==> src/sfb_pkg.sv <==
// Package for the status flags and bank select register block
package sfb_pkg;
	// Register index; the bus byte address is four times this
	localparam logic [31:0] ADDR_STATUS = 32'h0000_0003;
	localparam logic [8:0]  DADDR_STATUS = 9'h003;
	localparam logic [6:0]  DADDR_LOW_MASK = 7'h7f;
	localparam int BIT_INDIRECT_BANK = 7;
	localparam int BIT_BANK_HIGH = 6;
	localparam int BIT_BANK_LOW = 5;
	localparam int BIT_TIMEOUT = 4;
	localparam int BIT_POWERDOWN = 3;
	localparam int BIT_Z = 2;
	localparam int BIT_DIGIT_CARRY = 1;
	localparam int BIT_C = 0;
	localparam logic [7:0] RESET_STATUS = 8'h18;
	localparam logic [7:0] WRITE_MASK = 8'he7;
	localparam logic [7:0] FLAG_MASK = 8'h07;

	typedef enum logic [5:0] {
		SFB_OP_NONE = 6'h01,
		SFB_OP_ADD  = 6'h02,
		SFB_OP_SUB  = 6'h04,
		SFB_OP_LOGIC = 6'h08,
		SFB_OP_ROTR = 6'h10,
		SFB_OP_ROTL = 6'h20
	} sfb_op_e;

	typedef struct packed {
		logic [7:0] value;
	} sfb_state_s;

	typedef struct packed {
		logic [7:0] result;
		logic       zero;
		logic       digit_carry;
		logic       carry;
	} sfb_alu_s;
endpackage

==> src/sfb_alu_flags.sv <==
// Flag generation for add, subtract, logic and rotate operations
`timescale 1ns/1ps
module sfb_alu_flags (
	input  wire logic           [7:0] op_a,
	input  wire logic           [7:0] op_b,
	input  wire logic                 carry_in,
	input  wire sfb_pkg::sfb_op_e     op,
	output sfb_pkg::sfb_alu_s         alu
);
	logic [8:0] sum;
	logic [4:0] nib;
	logic [7:0] opb_eff;
	logic       sub_cin;

	always_comb begin
		// Two's complement add
		// The +1 enters as carry in, so no carry out of bit 3 or 7 is lost
		sub_cin = (op == sfb_pkg::SFB_OP_SUB);
		opb_eff = sub_cin ? ~op_b : op_b;
		sum = {1'b0, op_a} + {1'b0, opb_eff} + {8'h00, sub_cin};
		nib = {1'b0, op_a[3:0]} + {1'b0, opb_eff[3:0]} + {4'h0, sub_cin};
		alu.result = op_a;
		alu.carry = carry_in;
		alu.digit_carry = 1'b0;
		case (op)
			sfb_pkg::SFB_OP_ADD, sfb_pkg::SFB_OP_SUB: begin
				// Carry from bit 7; borrow reads as zero
				alu.result = sum[7:0];
				alu.carry = sum[8];
				// Digit carry out of bit 3
				alu.digit_carry = nib[4];
			end
			sfb_pkg::SFB_OP_ROTR: begin
				alu.result = {carry_in, op_a[7:1]};
				alu.carry = op_a[0];
			end
			sfb_pkg::SFB_OP_ROTL: begin
				alu.result = {op_a[6:0], carry_in};
				alu.carry = op_a[7];
			end
			default: begin
				alu.result = op_a;
			end
		endcase
		alu.zero = (alu.result == 8'h00);
	end
endmodule // sfb_alu_flags

==> src/sfb_status_bank.sv <==
// Status flags and bank select register with APB access and ALU update
`timescale 1ns/1ps
module sfb_status_bank (
	input  wire logic              ref_clk,
	input  wire logic              rstn,
	input  wire logic              psel,
	input  wire logic              penable,
	input  wire logic              pwrite,
	input  wire logic       [31:0] paddr,
	input  wire logic       [31:0] pwdata,
	input  wire logic       [3:0]  pstrb,
	output logic            [31:0] prdata,
	output logic                   pready,
	output logic                   pslverr,
	input  wire logic              core_wr,
	input  wire logic       [8:0]  core_waddr,
	input  wire logic       [7:0]  core_wdata,
	input  wire sfb_pkg::sfb_op_e  alu_op,
	input  wire logic       [7:0]  alu_a,
	input  wire logic       [7:0]  alu_b,
	input  wire logic              watchdog_clear_instr,
	input  wire logic              sleep_instr,
	input  wire logic              watchdog_timeout,
	input  wire logic       [6:0]  direct_addr,
	input  wire logic       [7:0]  indirect_addr,
	output logic            [8:0]  direct_full_addr,
	output logic            [8:0]  indirect_full_addr,
	output logic            [7:0]  alu_result,
	output logic            [7:0]  status_flags_bank,
	output logic                   indirect_bank_select,
	output logic                   direct_bank_high,
	output logic                   direct_bank_low,
	output logic                   timeout_flag,
	output logic                   powerdown_flag,
	output logic                   digit_carry_flag,
	output logic                   zero_flag,
	output logic                   carry_flag
);
	sfb_pkg::sfb_state_s st;
	sfb_pkg::sfb_state_s next_st;
	sfb_pkg::sfb_alu_s   alu;
	logic                apb_hit;
	logic                apb_wr;
	logic                core_hit;
	logic                flag_op;
	logic          [7:0] wr_val;
	logic                wr_any;

	sfb_alu_flags u_alu (
		.op_a     (alu_a),
		.op_b     (alu_b),
		.carry_in (st.value[sfb_pkg::BIT_C]),
		.op       (alu_op),
		.alu      (alu)
	);

	// Register index scaled to a word-aligned byte address
	assign apb_hit = (paddr == {sfb_pkg::ADDR_STATUS[29:0], 2'b00});
	assign apb_wr = psel && penable && pwrite && apb_hit && pstrb[0];
	assign core_hit = core_wr &&
		(core_waddr[6:0] == sfb_pkg::DADDR_STATUS[6:0]);
	assign flag_op = (alu_op != sfb_pkg::SFB_OP_NONE);

	always_comb begin
		next_st = st;
		wr_any = core_hit || apb_wr;
		wr_val = core_hit ? core_wdata : pwdata[7:0];
		if (wr_any) begin
			next_st.value = (st.value & ~sfb_pkg::WRITE_MASK) |
				(wr_val & sfb_pkg::WRITE_MASK);
		end
		if (flag_op) begin
			// ALU owns flag bits
			// Write to all three flags is dropped, even those the op keeps
			next_st.value = (next_st.value & ~sfb_pkg::FLAG_MASK) |
				(st.value & sfb_pkg::FLAG_MASK);
			next_st.value[sfb_pkg::BIT_Z] = alu.zero;
			if (alu_op == sfb_pkg::SFB_OP_ADD ||
					alu_op == sfb_pkg::SFB_OP_SUB) begin
				next_st.value[sfb_pkg::BIT_DIGIT_CARRY] = alu.digit_carry;
			end
			if (alu_op != sfb_pkg::SFB_OP_LOGIC) begin
				next_st.value[sfb_pkg::BIT_C] = alu.carry;
			end
		end
		if (watchdog_timeout) begin
			next_st.value[sfb_pkg::BIT_TIMEOUT] = 1'b0;
		end
		if (watchdog_clear_instr || sleep_instr) begin
			next_st.value[sfb_pkg::BIT_TIMEOUT] = 1'b1;
		end
		if (sleep_instr) begin
			next_st.value[sfb_pkg::BIT_POWERDOWN] = 1'b0;
		end
		if (watchdog_clear_instr) begin
			next_st.value[sfb_pkg::BIT_POWERDOWN] = 1'b1;
		end
	end

	always_ff @(posedge ref_clk or negedge rstn) begin
		if (!rstn) begin
			st.value <= sfb_pkg::RESET_STATUS;
		end else begin
			st <= next_st;
		end
	end

	always_comb begin
		prdata = 32'h0000_0000;
		if (psel && !pwrite && apb_hit) begin
			prdata = {24'h00_0000, st.value};
		end
	end
	assign pready = 1'b1;
	assign pslverr = psel && penable && !apb_hit;

	assign direct_full_addr = {st.value[sfb_pkg::BIT_BANK_HIGH],
		st.value[sfb_pkg::BIT_BANK_LOW],
		direct_addr & sfb_pkg::DADDR_LOW_MASK};
	assign indirect_full_addr = {st.value[sfb_pkg::BIT_INDIRECT_BANK],
		indirect_addr};
	assign alu_result = alu.result;
	assign status_flags_bank = st.value;
	assign indirect_bank_select = st.value[sfb_pkg::BIT_INDIRECT_BANK];
	assign direct_bank_high = st.value[sfb_pkg::BIT_BANK_HIGH];
	assign direct_bank_low = st.value[sfb_pkg::BIT_BANK_LOW];
	assign timeout_flag = st.value[sfb_pkg::BIT_TIMEOUT];
	assign powerdown_flag = st.value[sfb_pkg::BIT_POWERDOWN];
	assign zero_flag = st.value[sfb_pkg::BIT_Z];
	assign digit_carry_flag = st.value[sfb_pkg::BIT_DIGIT_CARRY];
	assign carry_flag = st.value[sfb_pkg::BIT_C];

	AST_TIMEOUT_SLEEP: assert property (@(posedge ref_clk)
		disable iff (!rstn)
		sleep_instr |=> timeout_flag && !powerdown_flag)
		else $error("sleep did not set time-out and clear power-down");
	AST_TIMEOUT_EXPIRY: assert property (@(posedge ref_clk)
		disable iff (!rstn)
		watchdog_timeout && !watchdog_clear_instr && !sleep_instr
		|=> !timeout_flag)
		else $error("watchdog time-out did not clear flag");
	AST_CLR: assert property (@(posedge ref_clk)
		disable iff (!rstn)
		watchdog_clear_instr |=> timeout_flag && powerdown_flag)
		else $error("watchdog clear did not set flags");
	AST_PROTECT: assert property (@(posedge ref_clk)
		disable iff (!rstn)
		!watchdog_clear_instr && !sleep_instr && !watchdog_timeout
		|=> $stable({timeout_flag, powerdown_flag}))
		else $error("protected flags changed without event");
	AST_ADD_CARRY: assert property (@(posedge ref_clk)
		disable iff (!rstn)
		alu_op == sfb_pkg::SFB_OP_ADD |=>
		carry_flag == ({1'b0, $past(alu_a)} + {1'b0, $past(alu_b)} > 9'h0ff))
		else $error("add carry wrong");
	AST_SUB_BORROW: assert property (@(posedge ref_clk)
		disable iff (!rstn)
		alu_op == sfb_pkg::SFB_OP_SUB |=>
		carry_flag == ($past(alu_a) >= $past(alu_b)))
		else $error("subtract borrow polarity wrong");
	AST_ROTATE_RIGHT: assert property (@(posedge ref_clk)
		disable iff (!rstn)
		alu_op == sfb_pkg::SFB_OP_ROTR |=> carry_flag == $past(alu_a[0]))
		else $error("rotate right carry wrong");
	AST_ZERO: assert property (@(posedge ref_clk)
		disable iff (!rstn)
		flag_op |=> zero_flag == ($past(alu.result) == 8'h00))
		else $error("zero flag wrong");
	AST_MIRROR: assert property (@(posedge ref_clk)
		disable iff (!rstn)
		core_wr && core_waddr == 9'h183 && !flag_op |=>
		direct_bank_high == $past(core_wdata[6]))
		else $error("mirror write missed");
	AST_INDIRECT: assert property (@(posedge ref_clk)
		disable iff (!rstn)
		indirect_full_addr[8] == indirect_bank_select)
		else $error("indirect bank bit wrong");
	AST_FLAG_WRITE_DROP: assert property (@(posedge ref_clk)
		disable iff (!rstn)
		flag_op && alu_op != sfb_pkg::SFB_OP_ADD &&
		alu_op != sfb_pkg::SFB_OP_SUB |=>
		digit_carry_flag == $past(digit_carry_flag))
		else $error("write reached digit carry during flag op");

	COV_SLEEP: cover property (@(posedge ref_clk) disable iff (!rstn)
		sleep_instr ##1 watchdog_timeout);
	COV_SUB: cover property (@(posedge ref_clk) disable iff (!rstn)
		alu_op == sfb_pkg::SFB_OP_SUB && core_hit);
	COV_APB: cover property (@(posedge ref_clk) disable iff (!rstn)
		apb_wr ##1 direct_bank_high);
endmodule // sfb_status_bank

==> config.mk <==
export PLATFORM = sky130hd
export DESIGN_NAME = sfb_status_bank
export DESIGN_NICKNAME = d
export VERILOG_FILES = /design/src/sfb_pkg.sv /design/src/sfb_alu_flags.sv /design/src/sfb_status_bank.sv
export SDC_FILE = /design/constraint.sdc
export NUM_CORES = 1
export LEC_CHECK = 0
export BUFFER_PORTS_ARGS = -buffer_cell sky130_fd_sc_hd__buf_4
export CAP_MARGIN = 40
export CORE_AREA = 4 4 78 80
export CTS_BUF_LIST = sky130_fd_sc_hd__clkbuf_8
export DETAILED_ROUTE_END_ITERATION = 10
export DIE_AREA = 0 0 82 84
export GPL_TIMING_DRIVEN = 0
export PLACE_DENSITY_LB_ADDON = 0.25
export SYNTH_ARGS = -nofsm -noshare
export SYNTH_HDL_FRONTEND = slang
export SYNTH_SLANG_ARGS = --single-unit
==> constraint.sdc <==
create_clock -name ref_clk -period 3.28 [get_ports ref_clk]
set_input_delay 0.164 -clock ref_clk [delete_from_list [all_inputs] [get_ports ref_clk]]
set_output_delay 0.164 -clock ref_clk [all_outputs]
set_load 0.03 [all_outputs]
# Word-level counts from Yosys, hierarchy flattened
# Cells that the tools add are included.
# op_classes
add_sub_neg,4
multipliers,0
div,0
order_cmp,0
n_eq_ne,9
shift,0
muxes,14
bitwise_logic,3
n_reduce_logical,17
# op_table
cell,count
two-way mux 8 bit,5
equality test 32 x 4 -> 1 bit (second input constant),1
case mux 8 bit (3 select lines),1
adder 8 x 8 -> 9 bit,1
adder 9 x 1 -> 9 bit,1
logical AND 1 bit,8
logical NOT 8 bit,1
inverter 8 bit,1
OR 5 x 8 -> 8 bit,1
OR 8 x 3 -> 8 bit,1
equality test 7 x 2 -> 1 bit (second input constant),1
two-way mux 1 bit,7
equality test 6 x 2 -> 1 bit (second input constant),1
equality test 6 x 3 -> 1 bit (second input constant),1
equality test 6 x 5 -> 1 bit (second input constant),1
equality test 6 bit (second input constant),1
inequality test 6 x 1 -> 1 bit (second input constant),1
inequality test 6 x 4 -> 1 bit (second input constant),1
adder 4 x 4 -> 5 bit,1
adder 5 x 1 -> 5 bit,1
inequality test 5 x 2 -> 1 bit (second input constant),1
logical OR 1 bit,3
case mux 1 bit (3 select lines),1
logical NOT 1 bit,2
other kinds (3),3
# totals
regBits,8
latch_bits,0
ram_bits,0
romBits,0
inputBits,131
output_inout_bits,76
elab_cells,50
memories,0

# Depth between registers and ports, before layout
# depth
ltp_word,11
depth_mapped,12
mapped_depth_nobuf,11

# Modules after synthesis
# Synthesis repeated with hierarchy kept, for this count alone.
# unflattened
hier_cells,236
area_unflattened_um2,1901.8
# modules_own_cells
module,n_inst,cells_per_inst,area_each_um2,seq_area_each_um2
sfb_status_bank,1,132,1071.0,202.7
sfb_alu_flags,1,104,830.8,0.0

# Worst setup path before layout
# OpenSTA, ideal clock, no wires.
# synth_timing
path_kind,in2reg
startpoint,input alu_op[5]
endpoint,"register st, in the netlist status_flags_bank[2]"
setup_time_ps,98
t_arrival_ps,3571
t_required_ps,3182
slack_ps,-389
path_stages,12
n_path_buf,1
cell_sequence,nor4_1 > nand3b_1 > clkbuf_1 > xnor2_1 > fa_1 > nand3_1 > nand2_1 > xor2_4 > a221o_1 > or4_1 > or4_1 > o31ai_2
# synth_via
elab_chain_len,7
word_cells_on_any_way,13
classes_between,add/sub: 2; eq/ne: 5; mux: 3; reduce/logical: 3
# synth_lines
item,line_no,text
start: declaration,sfb_status_bank.sv:18,"input wire sfb_pkg::sfb_op_e alu_op,"
equality test 6 x 3 -> 1 bit,"sfb_alu_flags.sv:18, sfb_alu_flags.sv:25",
two-way mux 8 bit,sfb_alu_flags.sv:19,opb_eff = sub_cin ? ~op_b : op_b;
adder 8 x 8 -> 9 bit,sfb_alu_flags.sv:20,"sum = {1'b0, op_a} + {1'b0, opb_eff} + {8'h00, sub_cin};"
adder 9 x 1 -> 9 bit,sfb_alu_flags.sv:20,
case mux 8 bit (3 select lines) *,sfb_alu_flags.sv:25,case (op)
via alu_result[4],sfb_status_bank.sv:28,"output logic [7:0] alu_result,"
logical NOT 8 bit *,sfb_alu_flags.sv:45,alu.zero = (alu.result == 8'h00);
two-way mux 8 bit *,sfb_status_bank.sv:72,if (flag_op) begin
end signal: assignment,sfb_status_bank.sv:104,st <= next_st;
end: declaration,sfb_status_bank.sv:39,sfb_pkg::sfb_state_s st;
# Mark *: on every way through the listed nets, which the timed path passes. The rest lies on a longest branch.
# A chain may end at the register's enable or synchronous reset.

# Worst setup path after layout
# layout_timing
startpoint,input alu_op[5]
endpoint,"register st, in the netlist status_flags_bank[2]"
# layout_via
elab_chain_len,7
word_cells_on_any_way,13
classes_between,add/sub: 2; eq/ne: 5; mux: 3; reduce/logical: 3
# layout_lines
item,line_no
equality test 6 x 3 -> 1 bit,"sfb_alu_flags.sv:18, sfb_alu_flags.sv:25"
two-way mux 8 bit,sfb_alu_flags.sv:19
adder 8 x 8 -> 9 bit,sfb_alu_flags.sv:20
adder 9 x 1 -> 9 bit,sfb_alu_flags.sv:20
case mux 8 bit (3 select lines),sfb_alu_flags.sv:25
logical NOT 8 bit,sfb_alu_flags.sv:45
two-way mux 8 bit,sfb_status_bank.sv:72
# Several ways; a longest one is shown, not always the timed one.

==> impl_metrics.ini <==
[run_status]
status = finished, final reports clean

[cells_and_area]
fin_util_pct = 54.4
finalInstanceArea_um2 = 2940
antenna_cells = 0
final_cells = 438
syn_to_final_growth_pct = 76.7
drive_gt1_share_pct = 56.6
largest_register_ffs = 8
nets = 507

[floorplan]
ios = 207
dieArea_um2 = 6890
core_area_um2 = 5410
die_height_um = 84
die_w_um = 82
std_cell_rows = 27
start_util_pct = 30.8

[place]
gp_congestion = 0.919
post-place-ws_ps = -254
place_area_um2 = 2870
port_buffers = 133
dp_cells = 432
hpwlAfterDp_mm = 5.52

[clocking]
cts_tree = yes
clock_sinks = 8
cts_buffers = 3
insertion_delay_ps = 230
cts_root_buffer = clkbuf_8
htree_levels = 1
cts.clk_slew.worst_paths_ps = 50
cts_buffer_depth = 2

[global_route]
grt_pass1_vias = 1868
grt_max_degree = 10
grt_overflow_total = 0
antenna_found_initial = 0
grt_pass1_wl_mm = 9.00
track_usage_pct = 16.3

[synthesis]
ys_warn_count = 0
synth-main-ff-cell = dfrtp_1
ys_seq_area_share_pct = 12.2
synth_area_um2 = 1660
synth_area_leaders = buf_4, dfrtp_1, ha_1
yosysMostFrequentCell = buf_4
synth_top_area_cell = buf_4
synth_edf_count = 0
yosys-top-cells-count = buf_4, nand2_1, o21ai_0
ys_seq_elements = 8
yosys.area.top_type_share_pct = 23.0
yosysUniqueCellTypes = 54
synth_cells = 204
synth_area_per_cell_um2 = 8.16
synthArstFlopShare_pct = 100

[critical_path]
required_ps = 3420
slowest_delay_ps = 500
critPathKind = input port to flip-flop
worstPathArrival_ps = 3280
cp_max_fo = 7
crit_chain = buf_4 -> nor4_4 -> nand3b_1 -> clkbuf_8 -> xnor2_1 -> fa_2 -> nand3_1 -> nand2_2 -> xor2_4 -> a221o_2 -> or4_1 -> or4_1 -> o31ai_2
end_kind = flip-flop
cp-start-kind = input port
path_delay_family = simple AND/OR/NAND/NOR gates
crit_path_frequent_cell = or4_1
cp.buffers_inverters = 2
cp_slowest_cell = or4_1

[flow_run]
drv_cap = 0

[sta]
hold_violations = 0
setup_slack_ps = 140
tns_ps = 0
period_minus_slack_ps = 3140
fmax_ghz = 0.318
period_share_pct = 95.7
finClkSkew_ps = 0.107
tightestPinTransition_ps = 596
slew_headroom_pct = 60.0
slew_violations = 0
setup_viol = 0
grt_setup_unrepaired = false

[pwr]
peakVddDrop_v = 0.000120
power_per_cell_area_nw_per_um2 = 243
power.leakage_nw = 1.60

[drt]
drtIter0Drc = 47
ant_nets = 0
wl_per_cell_um = 14.5
via_count = 1989
firstDrtPassIters = 7
routed_wl_mm = 6.36
viasPerCell = 4.54
drc = 0

[min_path]
hold_path.class = input port to flip-flop
-- what timing repair did --
item                       CTS  global route
resized for setup            0             1
pin swaps                    1             2
hold buffers                 1             0
hold endpoints to repair     8             0
setup buffers                1             0
setup endpoints to repair    1             1
-- layout by cell type, fill, tap and decap left out, types with 2 or more instances in the layout --
cell type,instances
nor4_1,8
xor2_1,4
nand2_1,11
a21oi_1,5
a311oi_1,2
clkbuf_8,5
mux2i_1,8
a22o_1,3
and2_1,10
and3_1,2
dfstp_2,2
a221o_2,3
a22oi_1,2
o21ai_0,11
conb_1,25
or4_1,2
o211ai_1,2
a222oi_1,4
nor3_1,2
xnor2_1,8
inv_1,7
buf_4,185
dfrtp_1,6
ha_1,8
nor2_1,8
nand4_1,3
-- metrics by stage --
stage | total power (W) | hold slack (ps)
6_report | 0.000715 | 100
5_1_grt | 0.000758 | 116
4_1_cts | 0.000719 | 91.1
3_5_place_dp | 0.000593 | -10.2
3_3_place_gp | 0.000589 | -11.8
2_1_floorplan | 0.000409 | -132
-- routing by layer --
layer	up-vias	GRT usage [%]	part of all wire, %
li1	989	-	-
met1	879	17.1	33
met2	113	31.4	53
met3	8	4.00	12
met4	0	3.63	1.3
met5	-	0	0
-- cell families (layout without fill, tap and decap cells) --
group | Yosys count | after routing | synth area share (%)
AOI/OAI and AO/OA | 42 | 42 | 18.3
xor gates and xnor gates | 14 | 14 | 8.50
adders and majority gates | 9 | 9 | 7.22
buffers and inverters | 61 | 200 | 27.2
DFF | 8 | 8 | 12.2
muxes | 9 | 9 | 5.49
other | 2 | 25 | 0.451
and+or+nand+nor | 59 | 59 | 20.6
-- layout make-up --
type / instances / area (um2)
Buffer: 55 / 440
Clock buffer: 3 / 41.3
Clock inverter: 1 / 3.75
Fill cell: 541 / 2460
Inverter: 6 / 22.5
Multi-Input combinational cell: 158 / 1120
Sequential cell: 8 / 203
Tap cell: 72 / 90.1
Timing Repair Buffer: 135 / 1020
-- worst reg2reg max path, delay by kind of cell, from the launching register on --
| kind | cells | cell delay [ps] |
|---|---|---|
| and+or+nand+nor | 1 | 500 |
| AOI/OAI and AO/OA | 3 | 510 |
| DFF | 1 | 440 |
-- worst paths after layout --
| check | startpoint | end | slack [ps] | cells past startpoint |
|---|---|---|---|---|
| max reg2reg | status_flags_bank[0] | status_flags_bank[2] | 1730 | 4 |
| min | watchdog_timeout | status_flags_bank[4] | 100 | 2 |
| min reg2reg | status_flags_bank[4] | status_flags_bank[4] | 510 | 2 |
| max | alu_op[5] | status_flags_bank[2] | 140 | 13 |
| min in group asynchronous | rstn | status_flags_bank[6] | 310 | 2 |
| max in group asynchronous | rstn | status_flags_bank[3] | 2750 | 2 |
-- power breakdown --
| group | internal (W) | total (W) | leakage, nW | switching (W) |
|---|---|---|---|---|
| logic | 0.000223 | 0.000467 | 1.47 | 0.000244 |
| registers | 0.000112 | 0.000127 | 0.101 | 0.0000156 |
| clock network | 0.0000812 | 0.000121 | 0.0269 | 0.0000400 |
| total | 0.000416 | 0.000715 | 1.60 | 0.000300 |
Note: power is estimated with default switching activity, not from simulation.
